<file path="src/wfd_defs.svh">
// Constants of the wake-up frame detector: offsets, fields, resets, counts.
// Assumes inclusion by the package and the design files by bare name.
`ifndef WFD_DEFS_SVH
`define WFD_DEFS_SVH
// ==========================================================
// Register offsets
`define WFD_OFS_FILTER 8'h00
`define WFD_OFS_CTRL 8'h04
`define WFD_OFS_IST 8'h08
`define WFD_OFS_ICLR 8'h0c
`define WFD_OFS_IEN 8'h10
// ==========================================================
// Control and status fields
`define WFD_CTL_ENABLE 0
`define WFD_CTL_PME_SEL 1
`define WFD_CTL_RECEIVED 2
`define WFD_CTL_BROADCAST_DISABLE_DIS 3
`define WFD_CTL_ACTIVE 4
`define WFD_CTL_PTR_LO 8
// ==========================================================
// Interrupt event bits
`define WFD_EV_WAKE 0
`define WFD_EV_CHECKED 1
`define WFD_EV_W 2
// ==========================================================
// Filter word fields
`define WFD_CMD_ENABLE 0
`define WFD_CMD_MCAST 3
`define WFD_MASK_BITS 31
`define WFD_MASK_LAST 11'd30
`define WFD_FILTERS 4
`define WFD_LOAD_LAST 3'd7
// ==========================================================
// Reset values and CRC settings
`define WFD_RST_WORD 32'h0000_0000
`define WFD_CRC_POLY 16'h8005
`define WFD_CRC_INIT 16'hffff
`define WFD_DA_LAST 11'd5
`endif

</file>
<file path="src/wfd_pkg.sv">
// Types shared by the wake-up frame detector files.
// Assumes wfd_defs.svh is on the include path.
`include "wfd_defs.svh"
package wfd_pkg;
  // ==========================================================
  // Receive framing states
  typedef enum logic [1:0] {
    WFD_IDLE = 2'b01,
    WFD_FRAME = 2'b10
  } wfd_rx_state_t;
  typedef logic [7:0] wfd_byte_t;
  typedef logic [15:0] wfd_crc_t;
  typedef logic [31:0] wfd_word_t;
  typedef logic [10:0] wfd_pos_t;
endpackage

</file>
<file path="src/wfd_crc16.sv">
// One CRC-16 engine of a pattern filter, fed one byte per clock.
// Assumes the caller asserts shift only for bytes the filter selects.
`timescale 1ns/1ps
`include "wfd_defs.svh"
module wfd_crc16 (
  input wire logic clk_in,
  input wire logic reset_in,
  input wire logic clear_in,
  input wire logic shift_in,
  input wire wfd_pkg::wfd_byte_t data_in,
  output wfd_pkg::wfd_crc_t crc_out
);
  import wfd_pkg::*;
  typedef struct packed {
    wfd_crc_t crc;
  } wfd_crc_state_t;
  wfd_crc_state_t st_r;
  wfd_crc_state_t st_nxt;
  wfd_crc_t seed;
  wfd_crc_t acc;
  logic fb;
  // ==========================================================
  // Bytewise update, least significant bit first as on the wire
  always_comb begin
    st_nxt = st_r;
    seed = clear_in ? `WFD_CRC_INIT : st_r.crc;
    acc = seed;
    fb = 1'b0;
    for (int b = 0; b < 8; b++) begin
      fb = acc[15] ^ data_in[b];
      acc = {acc[14:0], 1'b0} ^ (fb ? `WFD_CRC_POLY : 16'h0000); // RL19
    end
    if (shift_in) begin
      st_nxt.crc = acc; // RL8
    end else if (clear_in) begin
      st_nxt.crc = `WFD_CRC_INIT;
    end
  end
  always_ff @(posedge clk_in or posedge reset_in) begin
    if (reset_in) begin
      st_r <= '{crc: `WFD_CRC_INIT};
    end else begin
      st_r <= st_nxt;
    end
  end
  assign crc_out = st_r.crc;
endmodule // wfd_crc16

</file>
<file path="src/wfd_detector.sv">
// Wake-up frame detector of the MAC receive path, with its registers.
// Assumes receive bytes, station match and frame status come from logic
// on clk_in, so none of them is synchronised here.
`timescale 1ns/1ps
`include "wfd_defs.svh"
// Overview of operation
// RL1: Enable bit puts block in detection mode, halts normal reception.
// RL2: Detection reported on host interrupt or on power event output.
// RL3: A detected wake frame sets the received bit in control status.
// RL4: Clearing the enable bit leaves detection and resumes reception.
// RL5: Host programs patterns and masks before enabling detection.
// RL6: Four filters; a match needs address type and CRC agreement.
// RL7: In wake mode every station frame is tested on enabled filters.
// RL8: Byte offset plus j enters the CRC only when mask bit j is set.
// RL9: Software writes zero to bit 31 of every byte mask word.
// RL10: Eight writes load masks, command, offset, then CRC pairs.
// RL11: Command bit 3 set means multicast only, clear unicast only.
// RL12: Command bit 0 enables the filter; bits 2:1 are reserved.
// RL13: Offset field gives first byte checked; zero is first DA byte.
// RL14: Software keeps every pattern offset at twelve or more.
// RL15: D0 follows the enable bit; D1 forces detection on.
// RL16: Broadcast wake frames wake despite the broadcast disable bit.
// RL17: Each filter holds a sixteen bit expected CRC value.
// RL18: Computed CRC equal to the stored value means a wake frame.
// RL19: CRC-16 uses polynomial 0x8005 over selected bytes in order.
module wfd_detector (
  input wire logic clk_in,
  input wire logic reset_in,
  input wire wfd_pkg::wfd_byte_t reg_addr_in,
  input wire wfd_pkg::wfd_word_t reg_wdata_in,
  input wire logic reg_write_in,
  input wire logic reg_read_in,
  output wfd_pkg::wfd_word_t reg_rdata_out,
  input wire logic power_state_d1_in,
  input wire logic rx_valid_in,
  input wire logic rx_sof_in,
  input wire wfd_pkg::wfd_byte_t rx_data_in,
  input wire logic rx_end_in,
  input wire logic rx_good_in,
  input wire logic rx_da_match_in,
  output logic rx_pass_enable_out,
  output logic wake_detect_out,
  output logic irq_out,
  output logic power_event_output_out
);
  import wfd_pkg::*;

  // ==========================================================
  // State of the block
  typedef struct packed {
    wfd_word_t [`WFD_FILTERS-1:0] mask;
    wfd_word_t cmd;
    wfd_word_t offs;
    wfd_word_t crc01;
    wfd_word_t crc23;
    logic [2:0] load_ptr;
    logic wake_frame_enable;
    logic pme_sel;
    logic wake_frame_received;
    logic broadcast_disable;
    logic active;
    logic [`WFD_EV_W-1:0] ist;
    logic [`WFD_EV_W-1:0] ien;
    wfd_rx_state_t rx_state;
    wfd_pos_t pos;
    logic da_mcast;
    logic da_broadcast_disable;
    logic wake_pulse;
    wfd_word_t rdata;
  } wfd_state_t;

  wfd_state_t st_r;
  wfd_state_t st_nxt;

  wfd_crc_t crc_calc [`WFD_FILTERS];
  wfd_crc_t crc_want [`WFD_FILTERS];
  logic [`WFD_FILTERS-1:0] sel;
  logic [`WFD_FILTERS-1:0] hit;
  logic byte_take;
  logic frame_first;
  wfd_pos_t cur_pos;
  logic cur_mcast;
  logic cur_broadcast_disable;
  logic addr_ok;
  logic any_hit;
  logic frame_done;
  logic wr_ctrl;
  logic [`WFD_EV_W-1:0] ev;

  // ==========================================================
  // Byte position of the incoming frame
  assign frame_first = rx_valid_in && rx_sof_in;
  assign byte_take = rx_valid_in &&
    (rx_sof_in || st_r.rx_state == WFD_FRAME);
  assign cur_pos = frame_first ? 11'd0 : st_r.pos;

  // Multicast and broadcast are judged from the destination address.
  always_comb begin
    cur_mcast = st_r.da_mcast;
    cur_broadcast_disable = st_r.da_broadcast_disable;
    if (byte_take && cur_pos == 11'd0) begin
      cur_mcast = rx_data_in[0];
    end
    if (byte_take && cur_pos <= `WFD_DA_LAST) begin
      cur_broadcast_disable = (frame_first || st_r.da_broadcast_disable) &&
        rx_data_in == 8'hff;
    end
  end

  // ==========================================================
  // Per filter byte selection, CRC engine and match
  generate
    for (genvar i = 0; i < `WFD_FILTERS; i++) begin : g_filt
      wfd_byte_t off_i;
      wfd_pos_t rel;
      logic in_win;
      assign off_i = st_r.offs[8*i +: 8]; // RL13
      assign rel = cur_pos - {3'b000, off_i};
      assign in_win = cur_pos >= {3'b000, off_i} &&
        rel <= `WFD_MASK_LAST;
      // Bit 31 of the mask never selects a byte, whatever is written.
      assign sel[i] = byte_take && st_r.active && in_win &&
        st_r.mask[i][rel[4:0]]; // RL8
      if (i < 2) begin : g_lo
        assign crc_want[i] = st_r.crc01[16*i +: 16]; // RL17
      end else begin : g_hi
        assign crc_want[i] = st_r.crc23[16*(i-2) +: 16]; // RL17
      end
      wfd_crc16 u_crc (
        .clk_in(clk_in),
        .reset_in(reset_in),
        .clear_in(frame_first),
        .shift_in(sel[i]),
        .data_in(rx_data_in),
        .crc_out(crc_calc[i])
      );
      assign hit[i] = st_r.cmd[8*i + `WFD_CMD_ENABLE] && // RL12
        (st_r.cmd[8*i + `WFD_CMD_MCAST] == st_r.da_mcast) && // RL11
        crc_calc[i] == crc_want[i]; // RL18
    end
  endgenerate

  // Broadcast frames count as addressed here even when the MAC would
  // drop them, so a broadcast wake pattern still wakes the station.
  assign addr_ok = rx_da_match_in || st_r.da_broadcast_disable; // RL16
  assign any_hit = |hit; // RL6
  assign frame_done = rx_end_in && st_r.rx_state == WFD_FRAME &&
    st_r.active;
  assign wr_ctrl = reg_write_in && reg_addr_in == `WFD_OFS_CTRL;

  // ==========================================================
  // Next state
  always_comb begin
    st_nxt = st_r;
    ev = '0;
    st_nxt.wake_pulse = 1'b0;
    st_nxt.rdata = '0;

    // Receive framing.
    case (st_r.rx_state)
      WFD_IDLE: begin
        if (frame_first) begin
          st_nxt.rx_state = WFD_FRAME;
          st_nxt.pos = 11'd1;
        end
      end
      WFD_FRAME: begin
        if (rx_end_in) begin
          st_nxt.rx_state = WFD_IDLE;
        end else if (frame_first) begin
          st_nxt.pos = 11'd1;
        end else if (rx_valid_in && st_r.pos != 11'h7ff) begin
          st_nxt.pos = st_r.pos + 11'd1;
        end
      end
      default: begin
        st_nxt.rx_state = WFD_IDLE;
      end
    endcase
    if (byte_take) begin
      st_nxt.da_mcast = cur_mcast;
      st_nxt.da_broadcast_disable = cur_broadcast_disable;
    end

    // Frame verdict at the frame end.
    if (frame_done && rx_good_in && addr_ok) begin // RL7
      ev[`WFD_EV_CHECKED] = 1'b1;
      if (any_hit) begin
        st_nxt.wake_pulse = 1'b1;
        ev[`WFD_EV_WAKE] = !st_r.pme_sel; // RL2
      end
    end

    // Register writes.
    if (reg_write_in) begin
      case (reg_addr_in)
        `WFD_OFS_FILTER: begin
          case (st_r.load_ptr) // RL10
            3'd0: st_nxt.mask[0] = reg_wdata_in;
            3'd1: st_nxt.mask[1] = reg_wdata_in;
            3'd2: st_nxt.mask[2] = reg_wdata_in;
            3'd3: st_nxt.mask[3] = reg_wdata_in;
            3'd4: st_nxt.cmd = reg_wdata_in;
            3'd5: st_nxt.offs = reg_wdata_in;
            3'd6: st_nxt.crc01 = reg_wdata_in;
            default: st_nxt.crc23 = reg_wdata_in;
          endcase
          st_nxt.load_ptr = st_r.load_ptr == `WFD_LOAD_LAST ?
            3'd0 : st_r.load_ptr + 3'd1; // RL10
        end
        `WFD_OFS_CTRL: begin
          st_nxt.wake_frame_enable =
            reg_wdata_in[`WFD_CTL_ENABLE]; // RL1 RL4
          st_nxt.pme_sel = reg_wdata_in[`WFD_CTL_PME_SEL];
          st_nxt.broadcast_disable =
            reg_wdata_in[`WFD_CTL_BROADCAST_DISABLE_DIS];
        end
        `WFD_OFS_ICLR: begin
          st_nxt.ist = st_r.ist &
            ~reg_wdata_in[`WFD_EV_W-1:0];
        end
        `WFD_OFS_IEN: begin
          st_nxt.ien = reg_wdata_in[`WFD_EV_W-1:0];
        end
        default: begin
        end
      endcase
    end

    // Sticky flags: a new event wins over a clear in the same cycle.
    if (wr_ctrl && reg_wdata_in[`WFD_CTL_RECEIVED]) begin
      st_nxt.wake_frame_received = 1'b0;
    end
    if (st_r.wake_pulse) begin
      st_nxt.wake_frame_received = 1'b1; // RL3
    end
    st_nxt.ist = st_nxt.ist | ev;

    // Detection mode: enable bit in D0, forced in D1.
    st_nxt.active = st_nxt.wake_frame_enable ||
      power_state_d1_in; // RL15 RL1 RL4

    // Register reads; data stands in the following cycle only.
    if (reg_read_in) begin
      case (reg_addr_in)
        `WFD_OFS_CTRL: begin
          st_nxt.rdata[`WFD_CTL_ENABLE] = st_r.wake_frame_enable;
          st_nxt.rdata[`WFD_CTL_PME_SEL] = st_r.pme_sel;
          st_nxt.rdata[`WFD_CTL_RECEIVED] = st_r.wake_frame_received;
          st_nxt.rdata[`WFD_CTL_BROADCAST_DISABLE_DIS] = st_r.broadcast_disable;
          st_nxt.rdata[`WFD_CTL_ACTIVE] = st_r.active;
          st_nxt.rdata[`WFD_CTL_PTR_LO +: 3] = st_r.load_ptr;
        end
        `WFD_OFS_IST: begin
          st_nxt.rdata[`WFD_EV_W-1:0] = st_r.ist;
        end
        `WFD_OFS_IEN: begin
          st_nxt.rdata[`WFD_EV_W-1:0] = st_r.ien;
        end
        default: begin
          st_nxt.rdata = '0;
        end
      endcase
    end
  end

  // ==========================================================
  // State register
  always_ff @(posedge clk_in or posedge reset_in) begin
    if (reset_in) begin
      st_r <= '{
        mask: '0,
        cmd: `WFD_RST_WORD,
        offs: `WFD_RST_WORD,
        crc01: `WFD_RST_WORD,
        crc23: `WFD_RST_WORD,
        load_ptr: 3'd0,
        wake_frame_enable: 1'b0,
        pme_sel: 1'b0,
        wake_frame_received: 1'b0,
        broadcast_disable: 1'b0,
        active: 1'b0,
        ist: '0,
        ien: '0,
        rx_state: WFD_IDLE,
        pos: 11'd0,
        da_mcast: 1'b0,
        da_broadcast_disable: 1'b0,
        wake_pulse: 1'b0,
        rdata: `WFD_RST_WORD
      };
    end else begin
      st_r <= st_nxt;
    end
  end

  // ==========================================================
  // Outputs
  assign reg_rdata_out = st_r.rdata;
  assign rx_pass_enable_out = !st_r.active; // RL1 RL4
  assign wake_detect_out = st_r.wake_pulse;
  assign irq_out = |(st_r.ist & st_r.ien); // RL2
  assign power_event_output_out = st_r.pme_sel &&
    st_r.wake_frame_received; // RL2
endmodule // wfd_detector

</file>
<file path="config.mk">
export PLATFORM = sky130hd
export DESIGN_NAME = wfd_detector
export DESIGN_NICKNAME = d
export VERILOG_FILES = /design/src/wfd_pkg.sv /design/src/wfd_crc16.sv /design/src/wfd_detector.sv
export VERILOG_INCLUDE_DIRS = /design/src
export SDC_FILE = /design/constraint.sdc
export NUM_CORES = 1
export LEC_CHECK = 0
export BUFFER_PORTS_ARGS = -buffer_cell sky130_fd_sc_hd__buf_2
export CAP_MARGIN = 40
export CORE_MARGIN = 4
export CORE_UTILIZATION = 50
export CTS_CLUSTER_SIZE = 40
export DETAILED_ROUTE_END_ITERATION = 12
export PLACE_DENSITY = 0.69
export SETUP_SLACK_MARGIN = 0.5
export SYNTH_ARGS = -nofsm -noshare
export SYNTH_HDL_FRONTEND = slang
export SYNTH_SLANG_ARGS = --single-unit
</file>
<file path="constraint.sdc">
create_clock -name clk_in -period 32.4 [get_ports clk_in]
set_clock_uncertainty 0.1 [all_clocks]
set_input_delay 6.48 -clock clk_in [delete_from_list [all_inputs] [get_ports clk_in]]
set_output_delay 6.48 -clock clk_in [all_outputs]
set_load 0.005 [all_outputs]
</file>
=== After elaboration in Yosys (flattened, before gate mapping) ===
Cells that the tools add are included.

* Output and inout bits: 36
* Register bits after elaboration: 380
* Word-level logic and storage cells: 276
* Input bits: 58

* Bitwise logic cells: 69
* Multiplexer cells: 72
* $add $sub $neg: 6
* Order comparisons: 13
* Reduce and logical (&&, ||, !) cells: 63
* Equality and inequality tests: 27

{| class="wikitable"
|+ Operators by type and width
! operator !! count
|-
| 2-to-1 mux 16 bit || 40
|-
| bitwise XOR 16 bit || 32
|-
| equality test 16 bit || 4
|-
| 2-to-1 mux 11 bit || 5
|-
| >= comparator 11 x 8 -> 1 bit || 4
|-
| less-or-equal comparator 11 x 5 -> 1 bit (second input constant) || 4
|-
| subtractor 11 x 8 -> 11 bit || 4
|-
| logical AND 1 bit || 34
|-
| bitwise XOR 1 bit || 32
|-
| less-than comparator 5 x 6 -> 1 bit (second input constant) || 4
|-
| AND reduction 3 bit || 8
|-
| case mux 11 bit (2 select lines) || 1
|-
| binary-select mux 1 bit (select 5 bit) || 4
|-
| equality test 8 x 4 -> 1 bit (second input constant) || 2
|-
| 2-to-1 mux 13 bit || 1
|-
| equality test 3 bit (second input constant) || 4
|-
| 2-to-1 mux 2 bit || 6
|-
| AND reduction 2 bit || 6
|-
| adder 11 x 1 -> 11 bit (second input constant) || 1
|-
| less-or-equal comparator 11 x 3 -> 1 bit (second input constant) || 1
|-
| logical NOT 11 bit || 1
|-
| != test 11 bit (second input constant) || 1
|-
| 2-to-1 mux 1 bit || 9
|-
| 2-to-1 mux 3 bit || 3
|-
| 27 further kinds || 39
|}

=== Depth between registers and ports, before layout ===
* Depth in word-level cells: 27
* Depth in mapped cells: 21
* Depth with buffers taken out: 13

=== Hierarchy ===
A second synthesis with hierarchy kept.

* Cells, all modules: 1616
* Area, all modules: 18390.1 um^2

{| class="wikitable"
|+ Modules (own cells, without submodules)
! module !! sequential area each (um^2) !! area an instance (um^2) !! instances !! cells each
|-
| wfd_detector || 6632.6 || 14236.2 || 1 || 1156
|-
| wfd_crc16 || 420.4 || 1038.5 || 4 || 115
|}

=== Worst setup path after synthesis ===
OpenSTA, ideal clock, no wires.

* Path type: input -> register
* Start: in rx_sof_in
* End: reg g_filt[2].u_crc.st_r, in the netlist g_filt[2].u_crc.crc_out[1]
* Slack: 21.663 ns
* Buffers on the path: 6
* Data required time: 32.221 ns
* Setup time: 0.079 ns
* Stages on the path: 16
* Arrival time: 10.559 ns
* Cell sequence: buf_2 > nand2_1 > clkbuf_1 > clkbuf_1 > buf_1 > nand2_1 > ha_1 > fa_1 > buf_1 > mux4_2 > mux4_2 > mux2_2 > nand4_2 > buf_2 > o21ai_0 > o21ai_0

{| class="wikitable"
|+ RTL lines
! item !! line !! RTL
|-
| start, declared || wfd_detector.sv:36 || <nowiki>input wire logic rx_sof_in,</nowiki>
|-
| end signal, assigned || wfd_crc16.sv:41 || <nowiki>st_r <= '{crc: `WFD_CRC_INIT};</nowiki>
|-
| end signal, assigned || wfd_crc16.sv:43 || <nowiki>st_r <= st_nxt;</nowiki>
|-
| end, declared || wfd_crc16.sv:17 || <nowiki>wfd_crc_state_t st_r;</nowiki>
|}

==> results.toml <==
[worst_setup_path]
cp.required_ns = 32.72
critical_path.cell_chain = "buf_2, and2_2, nor2_1, inv_1, fa_1, mux2_2, nand2_1, a21oi_1, a21oi_1, mux2i_1, mux2i_1, a2111oi_4, buf_4, mux2i_1, a22oi_2"
max_stage_delay_ns = 1.02
slowest_stage = "fa_1"
worstSetupStartpointType = "input pin"
cp_max_fo = 27
worstPathArrival_ns = 10.79
endpoint_kind = "flop"
path_class = "in -> reg"
path_common_cell = "mux2i_1"

[yosys]
syn_inst = 1554
ys_seq_elements = 328
synthArstFlopShare_pct = 100
ys_seq_area_share_pct = 45.8
synth_edf_count = 0
ys_warn_count = 0
syn-cell-area_mm2 = 0.0181
syn_area_per_cell_um2 = 11.6
yosys_most_used_dff = "dfrtp_1"
ys_types = 79

[finish]
final_cell_mix = "dfrtp_1 (263), mux2_2 (239), xnor2_1 (116)"
antenna_cells = 0
drive_gt1_share_pct = 30.7
area_delta_synth_final_pct = 10.4
fillCellCount = 2958
final_nets = 1697
utilization_pct = 56.0
final_cells = 2087
layout_commonest_cell = "dfrtp_1"

[global_routing]
grt_max_degree = 88
grt.met2_usage_pct = 38.5
grt_pass1_wl_um = 72800
globalRouteMet1Util_pct = 34.6
grt_overflow_total = 0
use_met3_pct = 3.20
grt_usage_pct = 23.7
grt_antenna_before_repair = 1
grt_pass1_vias = 12300
top_usage_layer = "met2"

[route]
ant_nets = 0
first_pass_iters = 5
drc = 0
via_per_inst = 5.91
drt-total-wl_um = 46300
drt-initial-drc-count = 891
post_drt_wl_per_cell_um = 22.2
dr_total_vias = 12300

[timing]
setup_tns_ns = 0
grt_setup_unrepaired = "no"
holdWs_ns = 0.376
slew-limit-headroom_pct = 37.7
fin_crit_ns = 10.47
fmax_ghz = 0.0955
worst_slew_pin_slew_ns = 0.932
finalSetupViolCount = 0
slew_violations = 0
hold_violations = 0
setup_ws_ns = 21.93
period_share_pct = 32.3

[floorplan]
rows = 69
start_util_pct = 50.7
die_w_um = 198
ios = 94
coreArea_mm2 = 0.0357
dieHeight_um = 198
die-area_mm2 = 0.0393

[pwr]
ir_worst_vdd_mv = 0.0296
p_leak_uw = 0.00909
p_per_area_mw_per_mm2 = 48.4

[clocking]
cts_resized = 0
hold_buffers = 0
cts_setup_buffers = 0
root_buffer = "clkbuf_16"
cts_num_sinks = 328
insertion_delay_ns = 0.53
cts_tree = "yes"
cts_buffer_depth = 3
cts_buffers = 37
htreeDepth = 2
clk_pin_slew_ns = 0.06

[place]
dpl.cell_count = 2020
dp_hpwl_um = 32200
port_buffers = 69
gp_congestion = 0.928
pre_cts_ws_ns = 21.45

[run_status]
status = "finished, final reports clean"

[worst_hold_path]
min_path_type = "reg -> reg"

[job]
max-cap-violations = 0
==> report_power, final <==
group          switching [uW]  total (uW)  internal [uW]
registers                6.91         425            418
clock network             166         424            257
logic                    75.2         119           43.5
==> metrics by stage <==
stage	area [um2]	power, uW
2_1_floorplan	18200	512
3_3_place_gp	18600	546
3_5_place_dp	18800	550
4_1_cts	20000	975
5_1_grt	20000	1000
6_report	20000	967
==> registers in the layout (all words and copies together) (netlist names) <==
| signal | flops |
|---|---|
| crc_want | 64 |
| g_filt.u_crc.crc_out | 64 |
| g_filt.off_i | 32 |
| reg_rdata_out | 8 |
| st_r | 159 |
| wake_detect_out | 1 |
==> cell families (layout without fill, tap and decap cells) <==
group / Yosys count / after routing / share of synthesized area [%]
AO/OA/AOI/OAI: 201 / 201 / 7.41
buffers and inverters: 154 / 203 / 4.21
AND/OR/NAND/NOR: 315 / 315 / 8.55
flip-flops: 328 / 328 / 45.8
adder cells (fa/ha/maj): 44 / 44 / 3.18
other: 1 / 24 / 0.0207
XOR/XNOR: 193 / 193 / 9.39
multiplexers: 318 / 318 / 21.4
==> layer usage <==
layer,share of wire (%),up-vias
li1,-,5536
met1,46,6405
met2,47,340
met3,5.3,57
met4,1.6,0
met5,0,-
==> critical path: cells and delay by family <==
kind	cells	cell delay, ns
fa+ha+maj	1	1.02
simple gates	3	0.74
buf+inv	3	0.92
mux	4	0.91
compound gates	4	0.68
==> final cells by class <==
cell class	instances	area (um2)	area share [%]
Clock buffer	61	1110	5.55
Inverter	45	176	0.883
Timing Repair Buffer	91	578	2.89
Multi-Input combinational cell	1095	9140	45.7
Clock inverter	6	109	0.545
Tap cell	461	577	2.89
Sequential cell	328	8290	41.5
==> final timing paths <==
path	startpoint	slack, ns	end	depth (start not counted)
max	rx_valid_in	21.93	g_filt[1].u_crc.crc_out[5]$_DFF_PP1_	15
min	st_r[53]$_DFFE_PP0P_	0.38	reg_rdata_out[3]$_DFF_PP0_	1
max reg2reg	st_r[39]$_DFFE_PP0P_	27.74	g_filt[1].u_crc.crc_out[5]$_DFF_PP1_	11
min reg2reg	st_r[53]$_DFFE_PP0P_	0.38	reg_rdata_out[3]$_DFF_PP0_	1
max in group asynchronous	reset_in	24.11	g_filt[0].u_crc.crc_out[6]$_DFF_PP1_	6
min in group asynchronous	reset_in	5.85	st_r[280]$_DFFE_PP0P_	2
==> synth_stat cells, drive strengths merged (3+ instances only) <==
master / number / area [um2]
inv: 45 / 169
dfrtp: 263 / 6580
xor2: 76 / 666
a21o: 9 / 67.6
ha: 37 / 463
nor3: 22 / 115
and3: 14 / 87.6
a31oi: 8 / 50.1
nand3: 14 / 70.1
mux2i: 48 / 480
a21oi: 67 / 335
maj3: 3 / 31.3
a211oi: 6 / 45.0
nand2: 92 / 345
a21boi: 3 / 45.1
nor2: 77 / 292
fa: 4 / 80.1
nor3b: 5 / 37.5
mux2: 239 / 2690
o21ai: 45 / 225
o211ai: 4 / 30.0
clkbuf: 30 / 114
o22a: 8 / 70.1
o31a: 9 / 78.8
or2: 4 / 25.0
nor4: 12 / 75.1
o32ai: 3 / 26.3
nor2b: 8 / 50.1
xnor2: 117 / 1030
dfstp: 65 / 1710
nand2b: 8 / 50.1
or3: 5 / 31.3
and2: 16 / 100
a22oi: 8 / 90.1
buf: 79 / 479
nand4: 28 / 181
o31ai: 4 / 30.0
mux4: 31 / 698
Note: power is estimated with default switching activity, not from simulation.
